File: config.mk
export PLATFORM = sky130hd
export DESIGN_NAME = drive_word_ctrl
export DESIGN_NICKNAME = d
export VERILOG_FILES = /design/src/drive_word_pkg.sv /design/src/gate_if.sv /design/src/bit_gate.sv /design/src/drive_word_ctrl.sv
export SDC_FILE = /design/constraint.sdc
export NUM_CORES = 1
export LEC_CHECK = 0
export BUFFER_PORTS_ARGS = -buffer_cell sky130_fd_sc_hd__clkbuf_2
export CAP_MARGIN = 20
export CORE_MARGIN = 5
export CORE_UTILIZATION = 45
export DETAILED_ROUTE_END_ITERATION = 8
export HOLD_SLACK_MARGIN = 0.08
export PLACE_DENSITY = 0.91
export SYNTH_ARGS = -nofsm -noshare
export SYNTH_HDL_FRONTEND = slang
export SYNTH_HIERARCHICAL = 1
export SYNTH_SLANG_ARGS = --single-unit
File: constraint.sdc
create_clock -name core_clk_i -period 2.6 [get_ports core_clk_i]
set_input_delay 0.26 -clock core_clk_i [delete_from_list [all_inputs] [get_ports core_clk_i]]
set_output_delay 0.26 -clock core_clk_i [all_outputs]
set_load 0.005 [all_outputs]
File: src/drive_word_pkg.sv
// Constants for the drive command and state word interpreter
// =====================================================================
// Function
// - Bits 0-1 pick one of four presets
// - Bit 2 low applies DC braking
// - Bit 3 low coasts, output stage off
// - Bit 4 low performs quick stop
// - Bit 5 low freezes output frequency
// - Frozen drive stops only by coast/brake
// - Bit 6 low ramps to standstill
// - Trip reset on rising edge of bit 7
// - Bit 8 high selects jog speed
// - Bit 9 selects ramp set two
// - Words with bit 10 low are ignored
// - Bits 11/12 drive relays when configured
// - Bits 13/14 select setup in multi-setup
// - Bit 15 reverses if direction permits
// - Coast, start, setup and preset bits gate with digital inputs
// - State bits 0-2 show readiness
// - Bits 3,4,6,7 show trip/error/warning
// - State bit 5 reserved, reads zero
// - Bit 8 shows speed equals reference
// - Bit 9 shows bus control possible
// - Bits 10,11 show limits and operation
// - Bits 12-15 show brake, voltage, torque, timer
package drive_word_pkg;
  // =====================================================================
  // Command word bit positions
  localparam int unsigned CMD_PRESET_LSB = 0;
  localparam int unsigned CMD_PRESET_MSB = 1;
  localparam int unsigned CMD_RAMP_ENABLE = 2;
  localparam int unsigned CMD_NO_COAST = 3;
  localparam int unsigned CMD_NO_QSTOP = 4;
  localparam int unsigned CMD_USE_RAMP = 5;
  localparam int unsigned CMD_START = 6;
  localparam int unsigned CMD_RESET = 7;
  localparam int unsigned CMD_JOG = 8;
  localparam int unsigned CMD_RAMP2 = 9;
  localparam int unsigned CMD_VALID = 10;
  localparam int unsigned CMD_RELAY1 = 11;
  localparam int unsigned CMD_RELAY4 = 12;
  localparam int unsigned CMD_SETUP_LSB = 13;
  localparam int unsigned CMD_SETUP_MSB = 14;
  localparam int unsigned CMD_REVERSE = 15;
  // =====================================================================
  // Configuration codes
  localparam logic [7:0] RELAY1_FUNC_CODE = 8'h24;
  localparam logic [7:0] RELAY4_FUNC_CODE = 8'h25;
  localparam logic [3:0] MULTI_SETUP_CODE = 4'h9;
  // Command word value after reset: all stop requests active
  localparam logic [15:0] CMD_RESET_VALUE = 16'h0000;
  // Gating selection per function
  typedef enum logic [1:0] {
    GATE_INPUT = 2'h0, GATE_BUS = 2'h1, GATE_AND = 2'h2, GATE_OR = 2'h3
  } gate_type;
  localparam int unsigned NUM_GATES = 4;
  localparam int unsigned GATE_COAST = 0;
  localparam int unsigned GATE_START = 1;
  localparam int unsigned GATE_SETUP = 2;
  localparam int unsigned GATE_PRESET = 3;
  // =====================================================================
  // State word bit positions
  localparam int unsigned ST_CTRL_READY = 0;
  localparam int unsigned ST_DRIVE_READY = 1;
  localparam int unsigned ST_ENABLE = 2;
  localparam int unsigned ST_TRIP = 3;
  localparam int unsigned ST_ERROR = 4;
  localparam int unsigned ST_RESERVED = 5;
  localparam int unsigned ST_TRIP_LOCK = 6;
  localparam int unsigned ST_WARNING = 7;
  localparam int unsigned ST_SPEED_EQ = 8;
  localparam int unsigned ST_BUS_CTRL = 9;
  localparam int unsigned ST_FREQ_OK = 10;
  localparam int unsigned ST_RUNNING = 11;
  localparam int unsigned ST_BRAKE_FAULT = 12;
  localparam int unsigned ST_VOLTAGE = 13;
  localparam int unsigned ST_TORQUE = 14;
  localparam int unsigned ST_TIMER = 15;
endpackage : drive_word_pkg

File: src/gate_if.sv
// Interface carrying bus and input bits into the gating combiner
`timescale 1ns/1ps
interface gate_if;
  import drive_word_pkg::*;
  logic [NUM_GATES-1:0] bus_bit;
  logic [NUM_GATES-1:0] din_bit;
  logic [2*NUM_GATES-1:0] sel;
  logic [NUM_GATES-1:0] result;
  modport owner (output bus_bit, output din_bit, output sel, input result);
  modport combiner (input bus_bit, input din_bit, input sel, output result);
endinterface : gate_if

File: src/bit_gate.sv
// Per-function combiner of a bus bit with a digital-input bit
`timescale 1ns/1ps
module bit_gate
  import drive_word_pkg::*;
(
  gate_if.combiner g
);
  // =====================================================================
  // One combiner per gated function
  for (genvar i = 0; i < NUM_GATES; i++) begin : g_gate
    wire [1:0] s = g.sel[2*i+1:2*i];
    assign g.result[i] = (s == GATE_INPUT) ? g.din_bit[i] :
                         (s == GATE_BUS) ? g.bus_bit[i] :
                         (s == GATE_AND) ? (g.bus_bit[i] & g.din_bit[i]) :
                         (g.bus_bit[i] | g.din_bit[i]);
  end
endmodule : bit_gate

File: src/drive_word_ctrl.sv
// Drive command word interpreter and state word assembler
`timescale 1ns/1ps
module drive_word_ctrl
  import drive_word_pkg::*;
(
  // Clock and reset
  input wire logic core_clk_i,
  input wire logic rst_n_i,
  // Command word from the network controller
  input wire logic [15:0] drive_command_word_i,
  input wire logic cmd_strobe_i,
  // State word to the network controller
  input wire logic state_req_i,
  output logic [15:0] drive_state_word_o,
  output logic state_valid_o,
  // Configuration
  input wire logic [7:0] relay1_func_i,
  input wire logic [7:0] relay4_func_i,
  input wire logic [3:0] active_setup_cfg_i,
  input wire logic reverse_permit_i,
  input wire logic [7:0] gate_sel_i,
  // Digital-input functions, one per gated function, and freeze-time stops
  input wire logic [3:0] din_func_i,
  input wire logic din_setup_msb_i,
  input wire logic din_preset_msb_i,
  input wire logic din_stop_i,
  // Drive conditions
  input wire logic tripped_i,
  input wire logic trip_locked_i,
  input wire logic error_i,
  input wire logic warning_i,
  input wire logic power_ready_i,
  input wire logic speed_match_i,
  input wire logic local_ctrl_i,
  input wire logic freq_in_limits_i,
  input wire logic freq_nonzero_i,
  input wire logic brake_fault_i,
  input wire logic dc_volt_fault_i,
  input wire logic torque_limit_i,
  input wire logic thermal_over_i,
  // Drive actions
  output logic [1:0] preset_sel_o,
  output logic dc_brake_o,
  output logic coast_o,
  output logic quick_stop_o,
  output logic freq_hold_o,
  output logic ramp_stop_o,
  output logic trip_reset_o,
  output logic jog_o,
  output logic ramp_set2_o,
  output logic relay1_o,
  output logic relay4_o,
  output logic [1:0] setup_sel_o,
  output logic reverse_o
);
  // =====================================================================
  // Accepted command word
  logic [15:0] cmd_q;
  logic [15:0] cmd_d;
  logic reset_bit_q;
  logic [15:0] state_q;
  logic state_valid_q;
  wire take_word = cmd_strobe_i && drive_command_word_i[CMD_VALID];
  assign cmd_d = take_word ? drive_command_word_i : cmd_q;
  // Reset-edge uses the accepted words only, so an ignored word cannot fire it
  wire reset_edge = take_word && drive_command_word_i[CMD_RESET] && !reset_bit_q;
  always_ff @(posedge core_clk_i or negedge rst_n_i) begin
    if (!rst_n_i) begin
      cmd_q <= CMD_RESET_VALUE;
      reset_bit_q <= 1'b0;
    end else begin
      cmd_q <= cmd_d;
      if (take_word) begin
        reset_bit_q <= drive_command_word_i[CMD_RESET];
      end
    end
  end
  // =====================================================================
  // Gating with digital inputs
  gate_if gi();
  assign gi.bus_bit = {cmd_q[CMD_PRESET_MSB], cmd_q[CMD_SETUP_MSB],
                       cmd_q[CMD_START], cmd_q[CMD_NO_COAST]};
  assign gi.din_bit = din_func_i;
  assign gi.sel = gate_sel_i;
  bit_gate u_gate (
    .g(gi)
  );
  wire no_coast_g = gi.result[GATE_COAST];
  wire start_g = gi.result[GATE_START];
  wire setup_msb_g = gi.result[GATE_SETUP];
  wire preset_msb_g = gi.result[GATE_PRESET];
  // Setup and preset LSBs use the same selection as their MSBs
  wire [1:0] setup_s = gate_sel_i[2*GATE_SETUP+1:2*GATE_SETUP];
  wire [1:0] preset_s = gate_sel_i[2*GATE_PRESET+1:2*GATE_PRESET];
  wire setup_lsb_g = (setup_s == GATE_INPUT) ? din_setup_msb_i :
                     (setup_s == GATE_BUS) ? cmd_q[CMD_SETUP_LSB] :
                     (setup_s == GATE_AND) ? (cmd_q[CMD_SETUP_LSB] & din_setup_msb_i) :
                     (cmd_q[CMD_SETUP_LSB] | din_setup_msb_i);
  wire preset_lsb_g = (preset_s == GATE_INPUT) ? din_preset_msb_i :
                      (preset_s == GATE_BUS) ? cmd_q[CMD_PRESET_LSB] :
                      (preset_s == GATE_AND) ? (cmd_q[CMD_PRESET_LSB] & din_preset_msb_i) :
                      (cmd_q[CMD_PRESET_LSB] | din_preset_msb_i);
  // =====================================================================
  // Action decode
  wire hold = !cmd_q[CMD_USE_RAMP];
  wire coast_act = !no_coast_g || (hold && din_stop_i);
  wire brake_act = !cmd_q[CMD_RAMP_ENABLE];
  // While frozen, ramp and quick stops are not honoured
  wire qstop_act = !hold && !cmd_q[CMD_NO_QSTOP];
  wire rstop_act = !hold && !start_g;
  wire multi_setup = active_setup_cfg_i == MULTI_SETUP_CODE;
  logic [1:0] setup_q;
  logic trip_reset_q;
  always_ff @(posedge core_clk_i or negedge rst_n_i) begin
    if (!rst_n_i) begin
      setup_q <= 2'h0;
      trip_reset_q <= 1'b0;
    end else begin
      trip_reset_q <= reset_edge;
      if (multi_setup) begin
        setup_q <= {setup_msb_g, setup_lsb_g};
      end
    end
  end
  assign preset_sel_o = {preset_msb_g, preset_lsb_g};
  assign dc_brake_o = brake_act;
  assign coast_o = coast_act;
  assign quick_stop_o = qstop_act;
  assign freq_hold_o = hold;
  assign ramp_stop_o = rstop_act;
  assign trip_reset_o = trip_reset_q;
  assign jog_o = cmd_q[CMD_JOG];
  assign ramp_set2_o = cmd_q[CMD_RAMP2];
  assign relay1_o = cmd_q[CMD_RELAY1] && (relay1_func_i == RELAY1_FUNC_CODE);
  assign relay4_o = cmd_q[CMD_RELAY4] && (relay4_func_i == RELAY4_FUNC_CODE);
  assign setup_sel_o = setup_q;
  assign reverse_o = cmd_q[CMD_REVERSE] && reverse_permit_i;
  // =====================================================================
  // State word assembly
  logic [15:0] state_d;
  always_comb begin
    state_d = 16'h0000;
    state_d[ST_CTRL_READY] = !tripped_i && !trip_locked_i;
    state_d[ST_DRIVE_READY] = power_ready_i && !tripped_i && !trip_locked_i;
    state_d[ST_ENABLE] = !coast_act;
    state_d[ST_TRIP] = tripped_i;
    state_d[ST_ERROR] = error_i && !tripped_i;
    state_d[ST_RESERVED] = 1'b0;
    state_d[ST_TRIP_LOCK] = trip_locked_i;
    state_d[ST_WARNING] = warning_i;
    state_d[ST_SPEED_EQ] = speed_match_i;
    state_d[ST_BUS_CTRL] = !local_ctrl_i;
    state_d[ST_FREQ_OK] = freq_in_limits_i;
    state_d[ST_RUNNING] = (start_g && !hold) || freq_nonzero_i;
    state_d[ST_BRAKE_FAULT] = brake_fault_i;
    state_d[ST_VOLTAGE] = dc_volt_fault_i;
    state_d[ST_TORQUE] = torque_limit_i;
    state_d[ST_TIMER] = thermal_over_i;
  end
  // Word is captured on each request and held until the next, so it shows the state at the last request
  always_ff @(posedge core_clk_i or negedge rst_n_i) begin
    if (!rst_n_i) begin
      state_q <= 16'h0000;
      state_valid_q <= 1'b0;
    end else begin
      state_valid_q <= state_req_i;
      if (state_req_i) begin
        state_q <= state_d;
      end
    end
  end
  assign drive_state_word_o = state_q;
  assign state_valid_o = state_valid_q;
  // =====================================================================
  // Checks
  ignore_word_a: assert property (@(posedge core_clk_i) disable iff (!rst_n_i)
    cmd_strobe_i && !drive_command_word_i[CMD_VALID] |=> $stable(cmd_q))
    else $error("invalid word changed the command");
  reset_edge_a: assert property (@(posedge core_clk_i) disable iff (!rst_n_i)
    trip_reset_o |=> !trip_reset_o)
    else $error("trip reset held longer than one cycle");
  reset_cause_a: assert property (@(posedge core_clk_i) disable iff (!rst_n_i)
    take_word && drive_command_word_i[CMD_RESET] && !reset_bit_q |=> trip_reset_o)
    else $error("rising reset bit gave no reset");
  relay_cfg_a: assert property (@(posedge core_clk_i) disable iff (!rst_n_i)
    relay1_o |-> relay1_func_i == RELAY1_FUNC_CODE)
    else $error("relay one on without configuration");
  reserved_bit_a: assert property (@(posedge core_clk_i) disable iff (!rst_n_i)
    !drive_state_word_o[ST_RESERVED])
    else $error("reserved state bit set");
  state_fresh_a: assert property (@(posedge core_clk_i) disable iff (!rst_n_i)
    state_req_i |=> state_valid_o && drive_state_word_o[ST_TRIP] == $past(tripped_i))
    else $error("state word not refreshed");
  reverse_perm_a: assert property (@(posedge core_clk_i) disable iff (!rst_n_i)
    reverse_o |-> reverse_permit_i)
    else $error("reverse without permission");
  setup_hold_a: assert property (@(posedge core_clk_i) disable iff (!rst_n_i)
    !multi_setup |=> $stable(setup_sel_o))
    else $error("setup changed outside multi-setup");
  freeze_stop_a: assert property (@(posedge core_clk_i) disable iff (!rst_n_i)
    freq_hold_o |-> !quick_stop_o && !ramp_stop_o)
    else $error("ramp stop while frozen");
  // =====================================================================
  // Output checks: an accepted word shows one cycle later (setup select two cycles later), others leave actions alone
  wire [1:0] coast_s = gate_sel_i[2*GATE_COAST+1:2*GATE_COAST];
  wire [1:0] start_s = gate_sel_i[2*GATE_START+1:2*GATE_START];

  preset_bus_a: assert property (
    @(posedge core_clk_i) disable iff (!rst_n_i)
    take_word |=> preset_s != GATE_BUS ||
      preset_sel_o == $past(drive_command_word_i[CMD_PRESET_MSB:CMD_PRESET_LSB]))
    else $error("preset select did not follow the word");

  preset_input_a: assert property (
    @(posedge core_clk_i) disable iff (!rst_n_i)
    preset_s == GATE_INPUT |-> preset_sel_o == {din_func_i[GATE_PRESET], din_preset_msb_i})
    else $error("preset select ignored the digital inputs");

  brake_take_a: assert property (
    @(posedge core_clk_i) disable iff (!rst_n_i)
    take_word |=> dc_brake_o == !$past(drive_command_word_i[CMD_RAMP_ENABLE]))
    else $error("brake output did not follow the word");

  brake_keep_a: assert property (
    @(posedge core_clk_i) disable iff (!rst_n_i)
    !take_word |=> $stable(dc_brake_o))
    else $error("brake output changed without a word");

  coast_take_a: assert property (
    @(posedge core_clk_i) disable iff (!rst_n_i)
    take_word |=> coast_s != GATE_BUS || coast_o ==
      (!$past(drive_command_word_i[CMD_NO_COAST]) || (freq_hold_o && din_stop_i)))
    else $error("coast output did not follow the word");

  qstop_take_a: assert property (
    @(posedge core_clk_i) disable iff (!rst_n_i)
    take_word |=> quick_stop_o == (!$past(drive_command_word_i[CMD_NO_QSTOP]) &&
      $past(drive_command_word_i[CMD_USE_RAMP])))
    else $error("quick stop did not follow the word");

  hold_take_a: assert property (
    @(posedge core_clk_i) disable iff (!rst_n_i)
    take_word |=> freq_hold_o == !$past(drive_command_word_i[CMD_USE_RAMP]))
    else $error("frequency hold did not follow the word");

  hold_keep_a: assert property (
    @(posedge core_clk_i) disable iff (!rst_n_i)
    !take_word |=> $stable(freq_hold_o))
    else $error("frequency hold changed without a word");

  freeze_coast_a: assert property (
    @(posedge core_clk_i) disable iff (!rst_n_i)
    freq_hold_o && din_stop_i |-> coast_o)
    else $error("input stop ignored while frozen");

  rstop_take_a: assert property (
    @(posedge core_clk_i) disable iff (!rst_n_i)
    take_word |=> start_s != GATE_BUS || ramp_stop_o ==
      (!$past(drive_command_word_i[CMD_START]) && $past(drive_command_word_i[CMD_USE_RAMP])))
    else $error("ramp stop did not follow the word");

  reset_quiet_a: assert property (
    @(posedge core_clk_i) disable iff (!rst_n_i)
    !reset_edge |=> !trip_reset_o)
    else $error("trip reset without a rising reset bit");

  jog_take_a: assert property (
    @(posedge core_clk_i) disable iff (!rst_n_i)
    take_word |=> jog_o == $past(drive_command_word_i[CMD_JOG]))
    else $error("jog did not follow the word");

  jog_keep_a: assert property (
    @(posedge core_clk_i) disable iff (!rst_n_i)
    !take_word |=> $stable(jog_o))
    else $error("jog changed without a word");

  ramp_take_a: assert property (
    @(posedge core_clk_i) disable iff (!rst_n_i)
    take_word |=> ramp_set2_o == $past(drive_command_word_i[CMD_RAMP2]))
    else $error("ramp set did not follow the word");

  ramp_keep_a: assert property (
    @(posedge core_clk_i) disable iff (!rst_n_i)
    !take_word |=> $stable(ramp_set2_o))
    else $error("ramp set changed without a word");

  relay1_take_a: assert property (
    @(posedge core_clk_i) disable iff (!rst_n_i)
    take_word |=> relay1_o ==
      ($past(drive_command_word_i[CMD_RELAY1]) && relay1_func_i == RELAY1_FUNC_CODE))
    else $error("relay one did not follow the word");

  relay4_take_a: assert property (
    @(posedge core_clk_i) disable iff (!rst_n_i)
    take_word |=> relay4_o ==
      ($past(drive_command_word_i[CMD_RELAY4]) && relay4_func_i == RELAY4_FUNC_CODE))
    else $error("relay four did not follow the word");

  relay4_cfg_a: assert property (
    @(posedge core_clk_i) disable iff (!rst_n_i)
    relay4_o |-> relay4_func_i == RELAY4_FUNC_CODE)
    else $error("relay four on without configuration");

  reverse_take_a: assert property (
    @(posedge core_clk_i) disable iff (!rst_n_i)
    take_word |=> reverse_o == ($past(drive_command_word_i[CMD_REVERSE]) && reverse_permit_i))
    else $error("reverse did not follow the word");

  setup_bus_a: assert property (
    @(posedge core_clk_i) disable iff (!rst_n_i)
    multi_setup && setup_s == GATE_BUS |=>
      setup_sel_o == $past(cmd_q[CMD_SETUP_MSB:CMD_SETUP_LSB]))
    else $error("setup select did not follow the command");

  valid_pulse_a: assert property (
    @(posedge core_clk_i) disable iff (!rst_n_i)
    !state_req_i |=> !state_valid_o)
    else $error("state valid without a request");

  state_keep_a: assert property (
    @(posedge core_clk_i) disable iff (!rst_n_i)
    !state_req_i |=> $stable(drive_state_word_o))
    else $error("state word changed without a request");

  ready_bits_a: assert property (
    @(posedge core_clk_i) disable iff (!rst_n_i)
    state_req_i |=> drive_state_word_o[ST_CTRL_READY] ==
      !($past(tripped_i) || $past(trip_locked_i)))
    else $error("control ready bit wrong");

  enable_bit_a: assert property (
    @(posedge core_clk_i) disable iff (!rst_n_i)
    state_req_i |=> drive_state_word_o[ST_ENABLE] == !$past(coast_o))
    else $error("enable bit disagrees with coast");

  error_bit_a: assert property (
    @(posedge core_clk_i) disable iff (!rst_n_i)
    state_req_i |=> drive_state_word_o[ST_ERROR] == ($past(error_i) && !$past(tripped_i)))
    else $error("error bit wrong");

  bus_ctrl_a: assert property (
    @(posedge core_clk_i) disable iff (!rst_n_i)
    state_req_i |=> drive_state_word_o[ST_BUS_CTRL] == !$past(local_ctrl_i))
    else $error("bus control bit wrong");

  running_bit_a: assert property (
    @(posedge core_clk_i) disable iff (!rst_n_i)
    state_req_i |=> drive_state_word_o[ST_RUNNING] ==
      ($past(freq_nonzero_i) || ($past(start_g) && !$past(freq_hold_o))))
    else $error("operation bit wrong");

  fault_bits_a: assert property (
    @(posedge core_clk_i) disable iff (!rst_n_i)
    state_req_i |=> drive_state_word_o[ST_TIMER] == $past(thermal_over_i) &&
      drive_state_word_o[ST_TORQUE] == $past(torque_limit_i))
    else $error("fault bits wrong");
endmodule : drive_word_ctrl

After elaboration in Yosys (flattened, before gate mapping)

Index checks and enable logic that the tools add are counted.

Bits of input ports: 69
Flip-flop bits (word level): 36
Logic and storage cells: 77
Output and inout bits: 32

Muxes and demuxes: 18
Bitwise operators: 12
Eq/ne operators: 11
Reduce and logical (&&, ||, !) cells: 30

Operator list:

| operator           | count |
|---|---|
| $mux 1             | 18 |
| $eq 8x6->1 const B | 2 |
| $logic_and 1x1->1  | 14 |
| $logic_not 1->1    | 10 |
| $eq 2x1->1 const B | 4 |
| $eq 2x2->1 const B | 4 |
| $logic_not 2->1    | 4 |
| $and 1x1->1        | 6 |
| $or 1x1->1         | 6 |
| $eq 4x4->1 const B | 1 |
| $logic_or 1x1->1   | 2 |

Depth between registers and ports, before layout

Gate-level depths: netlist of the first run.

Word-level depth: 7
Gate-level depth with buffers: 4
Gate-level depth less buffers: 4

By module

Netlist of the first run, hierarchy kept.

Modules (own cells, without submodules):

| module          | seq. area each (µm²) | cells an instance | area each (µm²) | times used |
|---|---|---|---|---|
| drive_word_ctrl | 850.8                | 107               | 1477.7          | 1 |
| bit_gate        | 0.0                  | 12                | 95.1            | 1 |

Worst setup path after synthesis of the first run

OpenSTA, ideal clock, no wires.

Path kind: flip-flop to output port
Start point: reg cmd_q[6]
End point: out ramp_stop_o
Slack: 1.495 ns
Arrival time: 0.845 ns
Path buffers: 0
Cell stages (with the launch flop): 4
Path through: dfrtp_1 > o21bai_1 > a22o_1 > nor2_1

Longest elaborated chain between the ends: 6
Elaborated cells between the ends (all ways): 7

RTL lines:

| element                                   | line                           | source |
|---|---|---|
| start: declaration                        | drive_word_ctrl.sv:58          | `logic [15:0] cmd_q;` |
| start signal: assignment                  | drive_word_ctrl.sv:72          | `cmd_q <= cmd_d;` |
| $or 1x1->1 or $and 1x1->1 (tied branches) | bit_gate.sv:15, bit_gate.sv:14 |  |
| $mux 1                                    | bit_gate.sv:14                 | `(s == GATE_AND) ? (g.bus_bit[i] & g.din_bit[i]) :` |
| $mux 1 *                                  | bit_gate.sv:13                 | `(s == GATE_BUS) ? g.bus_bit[i] :` |
| $mux 1 *                                  | bit_gate.sv:12                 | `assign g.result[i] = (s == GATE_INPUT) ? g.din_bit[i] :` |
| named net gi.result[1]                    | gate_if.sv:8                   | `logic [NUM_GATES-1:0] result;` |
| $logic_not 1->1 *                         | drive_word_ctrl.sv:110         | `wire rstop_act = !hold && !start_g;` |
| $logic_and 1x1->1 *                       | drive_word_ctrl.sv:110         |  |
| end: declaration                          | drive_word_ctrl.sv:47          | `output logic ramp_stop_o,` |

The timed path passes the listed nets; every way through them passes the cells marked *.

Worst setup path in the final report of the first run

Same ends and word-level chain as after synthesis.

==> results of run 1 <==
## cell usage after synthesis
library cell and number:
a21o_1 4, inv_1 8, nand3b_1 3, a21oi_1 5, mux2_4 9, nand3_1 1
conb_1 1, nor4_1 1, o31ai_1 1, a22o_1 4, mux2i_1 2, nand2_1 1
buf_6 3, o21ai_0 5, dfrtp_1 34, and2_1 1, and4bb_2 1, o21bai_1 4
nand2_2 1, nor3b_1 1, nand4bb_1 1, buf_4 2, mux2_2 17, nor2_1 5
nand2b_1 2, and4bb_1 1, nor4b_2 1
## what timing repair did
item | in CTS | in global routing
endpoints found under the hold margin | 35 | 0
hold buffers | 2 | 0
setup endpoints to repair | 0 | 0
## cells in the final DEF, fill, tap and decap left out, types with 5 or more instances in the layout
cell type	netlist	routed
nor2_1	5	5
a21oi_1	5	5
mux2_2	17	17
dfrtp_1	34	34
clkbuf_4	0	5
inv_1	8	8
o21ai_0	5	5
mux2_4	9	9
clkbuf_2	0	99
## how the worst max path moves through the flow
stage                  end
2_1_floorplan  ramp_stop_o
3_3_place_gp      relay4_o
3_5_place_dp      relay4_o
4_1_cts        ramp_stop_o
5_1_grt           relay1_o
6_report       ramp_stop_o
## power by group through the flow
| stage | clock network [mW] | registers [mW] | logic [mW] |
|---|---|---|---|
| floorplan | 0 | 0.642 | 0.137 |
| global placement | 0 | 0.642 | 0.265 |
| detailed placement | 0 | 0.646 | 0.273 |
| CTS | 0.384 | 0.636 | 0.276 |
| global route | 0.408 | 0.646 | 0.302 |
| finish | 0.369 | 0.636 | 0.270 |
## stage by stage
stage          utilization (%)  cells
6_report                 64.66    269
3_5_place_dp             61.76    259
4_1_cts                  64.66    269
2_1_floorplan                -    119
5_1_grt                  64.66    269
3_3_place_gp             61.76    259
## cells by family after synthesis
kind of cell | share of synthesized area (%)
AO/OA/AOI/OAI | 9.705
other | 0.2384
AND/OR/NAND/NOR | 8.910
buffers and inverters | 5.012
flip-flops | 54.10
multiplexers | 22.04
## critical path: cells and delay by family, from the launching register on
| family | cells | cell delay (ns) |
|---|---|---|
| AO/OA/AOI/OAI | 2 | 0.41 |
| buffers and inverters | 1 | 0.13 |
| flip-flops | 1 | 0.41 |
| AND/OR/NAND/NOR | 1 | 0.12 |
## final cells by class
| cell class | count | share of cell area, % |
|---|---|---|
| inverters | 8 | 1.381 |
| clock buffers | 5 | 1.726 |
| flip-flops and latches | 34 | 39.13 |
| well taps | 46 | 2.647 |
| clock inverters | 3 | 1.841 |
| multi-input cells | 72 | 29.57 |
| repair buffers | 101 | 23.71 |
## routing by layer
layer  track usage [%]  wire (microns)
met1             17.57            1316
met2             28.18            1849
met3             7.558             375
met5                 0               0
met4             8.243             120
## state kept, by name, summed over array words and instances (netlist names)
name	cells
cmd_q	15
drive_state_word_o	15
setup_sel_o	2
state_valid_o	1
trip_reset_o	1
==> impl_metrics.py, run 1 <==
metrics = {
    "outcome": {
        "status": "finished, final reports clean",
    },
    "setup_path": {
        "crit_fanout": 3,
        "worstSetupStartpointType": "flop",
        "slowest_stage": "dfrtp_1",
        "rr_endpoint": "drive_state_word_o[11]$_DFFE_PN0P_",
        "slowest_delay_ns": 0.41,
        "path_cells": "o21bai_1, a22o_1, nor2_1, clkbuf_2",
        "arrival_ns": 1.39,
        "r2r-start": "cmd_q[6]$_DFFE_PN0P_",
        "required_ns": 2.34,
        "startpoint": "cmd_q[6]$_DFFE_PN0P_",
        "r2r_slack_ns": 1.39,
        "crit_type": "flop to primary output",
        "reg2regPathDepth": 4,
        "critPathCaptureType": "primary output",
    },
    "layout": {
        "area_growth_pct": 38.27,
        "nNetsFinal": 291,
        "drive_above_1_share_pct": 60.99,
        "diodes": 0,
        "multi_input_area_sq_um": 643.1,
        "fillers": 288,
        "regArea_sq_um": 850.8,
        "final_area_sq_mm": 0.002175,
    },
    "routing": {
        "via_per_inst": 4.799,
        "drc": 0,
        "antenna_left": 0,
        "wl_per_cell_microns": 13.61,
        "first_pass_iters": 3,
        "vias": 1291,
        "drt-initial-drc-count": 22,
        "wirelength_microns": 3662,
    },
    "synthesis": {
        "synth_top_area_share_pct": 54.10,
        "synthTopCellsByArea": "dfrtp_1 54%, mux2_2 12%, mux2_4 8.6%",
        "yosys.area.top_type": "dfrtp_1",
        "synth_cell_type_count": 27,
        "syn_area_sq_mm": 0.001573,
        "syn_nets": 188,
        "yosysWarningCount": 6,
        "synthesis.instances": 119,
        "seq_area_frac_synth_pct": 54.10,
        "ys_ff_latch": 34,
        "synth_area_per_cell_sq_um": 13.22,
    },
    "pwr": {
        "total_power_mw": 1.275,
        "pwr-share-comb_pct": 21.2,
        "p_switching_mw": 0.3159,
        "ir_drop_mv": 0.3836,
        "pwr-share-seq_pct": 49.9,
        "powerDensity_mw_per_mm2": 586.5,
        "power.leakage_nw": 1.182,
        "p_int_mw": 0.9594,
        "p_clk_share_pct": 29.0,
        "sw_frac_of_total_pct": 24.77,
    },
    "die": {
        "row_count": 21,
        "ios": 101,
        "die-height_microns": 69.12,
        "start_util_pct": 46.76,
        "die_area_sq_mm": 0.004778,
        "die_width_microns": 69.12,
        "coreArea_sq_mm": 0.003363,
    },
    "worst_hold_path": {
        "hp-start": "drive_command_word_i[15]",
        "min_delay_path_depth": 2,
        "hold-path-endpoint": "cmd_q[15]$_DFFE_PN0P_",
        "hold_path.class": "input pin to flop",
    },
    "clocking": {
        "cts_resized": 0,
        "cts_max_level": 2,
        "cts.sinks": 34,
        "clkLatencyLatePin_ns": 0.33,
        "cts_buffer_depth": 2,
        "cts-root-buf": "clkbuf_4",
        "cts_buffers": 5,
        "clk_pin_slew_worst_paths_ns": 0.10,
        "cts_tree": "done",
        "postCtsSetupRepairBufs": 0,
    },
    "sta": {
        "finalMaxSlewViolations": 0,
        "fmax_ghz": 0.6047,
        "layout_min_cycle_time_ns": 1.654,
        "skew_ns": 0.01168,
        "hold_slack_ns": 0.1497,
        "setup_ws_ns": 0.9462,
        "fin_crit_sh_pct": 63.61,
        "tightest_slew_ns": 0.7986,
        "setup_violations": 0,
        "relSlewSlack_pct": 46.76,
        "rsz0062_at_grt": "false",
        "hold_viol": 0,
        "fin_setup_tns_ns": 0,
    },
    "job": {
        "max-cap-violations": 0,
    },
    "place": {
        "pre_cts_ws_ns": 1.306,
        "gp_congestion": 0.7339,
        "port_buffers": 99,
        "placed_cell_area_sq_mm": 0.002077,
        "dpl.hpwl_microns": 3025,
    },
    "global_route": {
        "grt_overflow": 0,
        "first_global_vias": 1393,
        "grt_usage_pct": 16.72,
        "antenna_found_initial": 0,
        "grt_pass1_wl_microns": 6403,
        "grt_max_degree": 35,
    },
}
No activity file was read; power rests on OpenSTA's default activity.
==> inputs of run 2 (changes only) <==
--- a/config.mk
+++ b/config.mk
@@ -8,10 +8,10 @@
 export BUFFER_PORTS_ARGS = -buffer_cell sky130_fd_sc_hd__clkbuf_2
 export CAP_MARGIN = 20
 export CORE_MARGIN = 5
-export CORE_UTILIZATION = 45
+export CORE_UTILIZATION = 38
 export DETAILED_ROUTE_END_ITERATION = 8
 export HOLD_SLACK_MARGIN = 0.08
-export PLACE_DENSITY = 0.91
+export PLACE_DENSITY = 0.83
 export SYNTH_ARGS = -nofsm -noshare
 export SYNTH_HDL_FRONTEND = slang
 export SYNTH_HIERARCHICAL = 1
==> constraint.sdc (replaced) <==
create_clock -name core_clk_i -period 1.4 [get_ports core_clk_i]
set_input_delay 0.14 -clock core_clk_i [delete_from_list [all_inputs] [get_ports core_clk_i]]
set_output_delay 0.14 -clock core_clk_i [all_outputs]
set_load 0.005 [all_outputs]
==> run 2 against run 1 <==
Effect of this change:
- the flow now finishes with violations (setup timing)
- count of clock-buffer cells in the layout up 1
- non-clock buffer count increased by 2
- register-to-register slack lost 1.2 ns
- combinational power grew 91%
==> impl_metrics.py, run 2 (synthesis results as in run 1) <==
metrics = {
    "layout": {
        "drive_above_1_share_pct": 61.88,
        "diodes": 0,
        "fillers": 353,
        "most-common-layout-cells": "95 x clkbuf_2, 34 x dfrtp_1, 17 x mux2_2, 9 x mux2_4, 8 x inv_1",
        "fin_util_pct": 55.55,
        "layout_commonest_cell": "clkbuf_2",
        "nNetsFinal": 293,
        "area_growth_pct": 41.29,
    },
    "place": {
        "gp_congestion": 0.7247,
        "dpl.hpwl_microns": 3121,
        "port_buffers": 99,
    },
    "sta": {
        "setup_ws_ns": -0.02213,
        "skew_ns": 0.001440,
        "fin_crit_sh_pct": 101.6,
        "fin_setup_tns_ns": -0.03091,
        "layout_min_cycle_time_ns": 1.422,
        "hold_viol": 0,
        "finalMaxSlewViolations": 0,
        "rsz0062_at_grt": "true",
        "fmax_ghz": 0.7032,
        "setup_violations": 2,
    },
    "setup_path": {
        "worstSetupStartpointType": "flop",
        "startpoint": "cmd_q[6]$_DFFE_PN0P_",
        "arrival_ns": 1.28,
        "critPathCaptureType": "primary output",
        "crit_fanout": 3,
        "reg2regPathDepth": 4,
        "r2r_slack_ns": 0.24,
        "endpoint": "ramp_stop_o",
        "required_ns": 1.26,
        "r2r-start": "cmd_q[6]$_DFFE_PN0P_",
        "rr_endpoint": "drive_state_word_o[11]$_DFFE_PN0P_",
        "crit_type": "flop to primary output",
    },
    "clocking": {
        "cts_buffers": 5,
        "cts_max_level": 2,
        "clk_pin_slew_worst_paths_ns": 0.07,
        "cts_buffer_depth": 2,
        "cts.sinks": 34,
        "clkLatencyLatePin_ns": 0.27,
        "cts_tree": "done",
        "cts-root-buf": "clkbuf_8",
    },
    "pwr": {
        "p_int_mw": 1.805,
        "pwr-share-comb_pct": 21.6,
        "p_switching_mw": 0.5871,
        "powerDensity_mw_per_mm2": 1077,
        "sw_frac_of_total_pct": 24.54,
        "ir_drop_mv": 0.5196,
        "pwr-share-seq_pct": 49.5,
        "power.leakage_nw": 1.198,
        "p_clk_share_pct": 28.9,
    },
    "worst_hold_path": {
        "hold_path.class": "input pin to flop",
    },
    "routing": {
        "drt-initial-drc-count": 13,
        "first_pass_iters": 3,
        "via_per_inst": 4.751,
        "wirelength_microns": 3853,
        "drc": 0,
        "vias": 1297,
        "antenna_left": 0,
        "wl_per_cell_microns": 14.11,
    },
    "die": {
        "coreArea_sq_mm": 0.004000,
        "die_area_sq_mm": 0.005526,
        "die-height_microns": 74.34,
        "row_count": 23,
        "die_width_microns": 74.34,
        "ios": 101,
        "start_util_pct": 39.32,
    },
    "global_route": {
        "grt_overflow": 0,
        "antenna_found_initial": 0,
        "first_global_vias": 1473,
        "grt_max_degree": 20,
        "grt_usage_pct": 14.86,
        "grt_pass1_wl_microns": 6196,
    },
    "job": {
        "max-cap-violations": 0,
    },
    "outcome": {
        "status": "complete, but fails checks",
        "violations": "setup timing",
    },
}
-- run 2: power groups by stage --
| stage | Sequential [mW] | Combinational [mW] | Clock (mW) |
|---|---|---|---|
| after floorplan | 1.19 | 0.255 | 0 |
| after global placement | 1.19 | 0.494 | 0 |
| after detailed placement | 1.20 | 0.512 | 0 |
| after CTS | 1.18 | 0.524 | 0.718 |
| after global routing | 1.20 | 0.574 | 0.755 |
| final | 1.18 | 0.517 | 0.691 |
-- run 2: critical path: stages, from the launching register on --
cell and delay (ns):
dfrtp_1 0.40, o21bai_1 0.17, a22o_1 0.23, nor2_1 0.09
buf_2 0.12
-- run 2: layout make-up --
type | count | area, sq um | share of cell area [%]
clock buffer | 6 | 82.58 | 3.716
inverter | 8 | 30.03 | 1.351
multi-input combinational | 72 | 653.1 | 29.39
sequential | 34 | 850.8 | 38.29
tap | 50 | 62.56 | 2.815
timing repair buffer | 103 | 543.0 | 24.44
-- run 2: repair_timing --
action                                  in CTS  in global routing
resized for setup                            1                  6
endpoints found under the setup margin       4                  4
pin swaps                                    2                  2
buffers inserted                             1                  0
hold buffers                                 2                  0
endpoints found under the hold margin       18                  0
-- run 2: worst min path at each step --
stage | from | to | slack, ns | depth (start not counted)
4_1_cts | drive_command_word_i[9] | cmd_q[9]$_DFFE_PN0P_ | 0.09 | 2
3_3_place_gp | rst_n_i | cmd_q[2]$_DFFE_PN0P_ | 0.12 | 1
3_5_place_dp | rst_n_i | cmd_q[2]$_DFFE_PN0P_ | 0.13 | 1
5_1_grt | drive_command_word_i[13] | cmd_q[13]$_DFFE_PN0P_ | 0.09 | 2
6_report | drive_command_word_i[6] | cmd_q[6]$_DFFE_PN0P_ | 0.1 | 2
2_1_floorplan | rst_n_i | cmd_q[0]$_DFFE_PN0P_ | -0.16 | 0
-- run 2: per-stage QoR --
step                std cells  cell area, sq um  power, mW  setup slack, ns  hold WS (ns)
CTS                       273              2218      2.427         -0.04804       0.08705
detailed placement        264              2102      1.712           0.2402        0.1296
global route              273              2222      2.532         -0.09374       0.09151
global placement          264              2102      1.685           0.2779        0.1181
floorplan                 119              1573      1.447           0.3128       -0.1556
finish                    273              2222      2.392         -0.02213       0.09588
-- run 2: layer usage --
layer  GRT usage [%]  wire, microns  vias up
met2           25.79           1969       64
li1                -              -      626
met1           16.17           1386      605
met3           6.486            466        2
met4           5.336             31        0
met5               0              0        -
==> inputs of run 3 (changes only) <==
--- a/config.mk
+++ b/config.mk
@@ -8,10 +8,10 @@
 export BUFFER_PORTS_ARGS = -buffer_cell sky130_fd_sc_hd__clkbuf_2
 export CAP_MARGIN = 20
 export CORE_MARGIN = 5
-export CORE_UTILIZATION = 38
+export CORE_UTILIZATION = 45
 export DETAILED_ROUTE_END_ITERATION = 8
 export HOLD_SLACK_MARGIN = 0.08
-export PLACE_DENSITY = 0.83
+export PLACE_DENSITY = 0.91
 export SYNTH_ARGS = -nofsm -noshare
 export SYNTH_HDL_FRONTEND = slang
 export SYNTH_HIERARCHICAL = 1
==> constraint.sdc (replaced) <==
create_clock -name core_clk_i -period 1.8 [get_ports core_clk_i]
set_input_delay 0.18 -clock core_clk_i [delete_from_list [all_inputs] [get_ports core_clk_i]]
set_output_delay 0.18 -clock core_clk_i [all_outputs]
set_load 0.005 [all_outputs]
==> run 3 against run 2 <==
Effect of this change:
- the flow now finishes without violations
- register-to-register slack gained 0.38 ns
- combinational power shrank 19%
- worst hold slack lost 0.0099 ns
- first-iteration DRC count grew 110%
- final cell count grew 4.4%
- sequential power shrank 22%
- non-clock buffer count grew 14
- sequential share of layout area shrank 1.5 points
- utilization grew 13 points
- critical path depth is the same
- count of clock-buffer cells in the layout grew 1
- flip-flop and latch count is the same
==> impl_metrics.py, run 3 (synthesis results as in run 1) <==
metrics = {
    "outcome": {
        "status": "finished, final reports clean",
    },
    "clocking": {
        "cts.sinks": 34,
        "postCtsSetupRepairBufs": 0,
        "clk_pin_slew_worst_paths_ns": 0.10,
        "clkLatencyLatePin_ns": 0.32,
        "cts_tree": "done",
        "cts_buffers": 5,
        "cts_buffer_depth": 2,
        "cts_hold_buffers": 15,
        "cts_max_level": 2,
        "cts-root-buf": "clkbuf_4",
        "cts_resized": 0,
    },
    "sta": {
        "layout_min_cycle_time_ns": 1.555,
        "rsz0062_at_grt": "false",
        "tightest_slew_ns": 0.5141,
        "skew_ns": 0.009100,
        "setup_violations": 0,
        "fin_crit_sh_pct": 86.40,
        "finalMaxSlewViolations": 0,
        "hold_viol": 0,
        "relSlewSlack_pct": 65.73,
        "fmax_ghz": 0.6430,
        "fin_setup_tns_ns": 0,
        "hold_slack_ns": 0.08594,
    },
    "global_route": {
        "grt_pass1_wl_microns": 6465,
        "grt_max_degree": 22,
        "grt_usage_pct": 16.98,
        "groute.layer.met3.usage_pct": 6.395,
        "use_met2_pct": 31.57,
        "grt_overflow": 0,
        "first_global_vias": 1422,
        "antenna_found_initial": 0,
        "top_usage_layer": "met2",
        "grt_use_met1_pct": 17.13,
    },
    "worst_hold_path": {
        "hold_path.class": "input pin to flop",
    },
    "routing": {
        "drc": 0,
        "vias": 1336,
        "drt-initial-drc-count": 27,
        "wirelength_microns": 3898,
        "first_pass_iters": 2,
        "wl_per_cell_microns": 13.68,
        "antenna_left": 0,
        "via_per_inst": 4.688,
    },
    "job": {
        "max-cap-violations": 0,
    },
    "pwr": {
        "ir_drop_mv": 0.4884,
        "power.leakage_nw": 1.241,
        "powerDensity_mw_per_mm2": 760.5,
    },
    "layout": {
        "diodes": 0,
        "nNetsFinal": 307,
        "drive_above_1_share_pct": 57.32,
        "layout_commonest_cell": "clkbuf_2",
        "fillers": 248,
        "most-common-layout-cells": "99 x clkbuf_2, 34 x dfrtp_1, 17 x mux2_2, 16 x dlygate4sd3_1, 9 x mux2_4",
        "fin_cells": 285,
        "area_growth_pct": 47.02,
    },
    "setup_path": {
        "crit_type": "flop to primary output",
        "critPathCaptureType": "primary output",
        "crit_fanout": 2,
        "slowest_stage": "dfrtp_1",
        "r2r_slack_ns": 0.62,
        "slowest_delay_ns": 0.38,
        "required_ns": 1.62,
        "arrival_ns": 1.38,
        "worstSetupStartpointType": "flop",
        "path_cells": "and4bb_1, nand3b_1, nor4b_2, clkbuf_2",
    },
    "die": {
        "start_util_pct": 46.76,
        "coreArea_sq_mm": 0.003363,
        "die-height_microns": 69.12,
        "die_width_microns": 69.12,
        "row_count": 21,
        "ios": 101,
        "die_area_sq_mm": 0.004778,
    },
    "place": {
        "dp_cells": 261,
        "dpl.hpwl_microns": 3020,
        "gp_congestion": 0.7784,
        "port_buffers": 99,
    },
}
[run 3: cell count changes in the layout (fill, tap and decap cells not counted), sizes merged]
cell         change
buf              -4
clkbuf           +5
clkinv           +1
dlygate4sd3     +14
[run 3: worst paths after layout]
| kind | startpoint | end | depth (start not counted) |
|---|---|---|---|
| setup / recovery | cmd_q[12]$_DFFE_PN0P_ | relay4_o | 4 |
| hold / removal | power_ready_i | drive_state_word_o[1]$_DFFE_PN0P_ | 3 |
| setup reg to reg | cmd_q[6]$_DFFE_PN0P_ | drive_state_word_o[11]$_DFFE_PN0P_ | 4 |
| hold reg to reg | cmd_q[7]$_DFFE_PN0P_ | trip_reset_o$_DFF_PN0_ | 1 |
| max in group asynchronous | rst_n_i | drive_state_word_o[14]$_DFFE_PN0P_ | 3 |
| min in group asynchronous | rst_n_i | drive_state_word_o[1]$_DFFE_PN0P_ | 2 |
[run 3: final cells by class]
| cell class | count | area (sq um) | share of cell area (%) |
|---|---|---|---|
| clock buffer | 7 | 55.05 | 2.381 |
| clock inverter | 1 | 5.005 | 0.2164 |
| inverter | 8 | 30.03 | 1.299 |
| multi-input combinational | 72 | 643.1 | 27.81 |
| sequential | 34 | 850.8 | 36.80 |
| tap | 46 | 57.56 | 2.489 |
| timing repair buffer | 117 | 670.6 | 29.00 |
[run 3: critical path: cells and delay by family (launching register included)]
kind	cells	cell delay, ns
buffers and inverters	1	0.17
DFF	1	0.38
and+or+nand+nor	3	0.51
[run 3: routing by layer]
| layer | up-vias | share of wire (%) |
|---|---|---|
| li1 | 657 | - |
| met2 | 58 | 55 |
| met3 | 4 | 9.2 |
| met4 | 0 | 1.0 |
| met1 | 617 | 35 |
| met5 | - | 0 |
[run 3: per-stage QoR]
step	instance area, sq um	setup slack (ns)	utilization (%)	power [mW]
after floorplan	1573	0.7128	-	1.125
after global placement	2092	0.6325	62.20	1.310
after detailed placement	2092	0.6133	62.20	1.325
after CTS	2302	0.2302	68.45	1.775
after global routing	2312	0.1316	68.75	1.866
final	2312	0.2448	68.75	1.759
[run 3: power by group]
part / internal (mW) / leakage (nW) / switching [mW]
clock network: 0.189 / 0.0353 / 0.233
registers: 0.861 / 0.405 / 0.0572
logic: 0.259 / 0.800 / 0.158
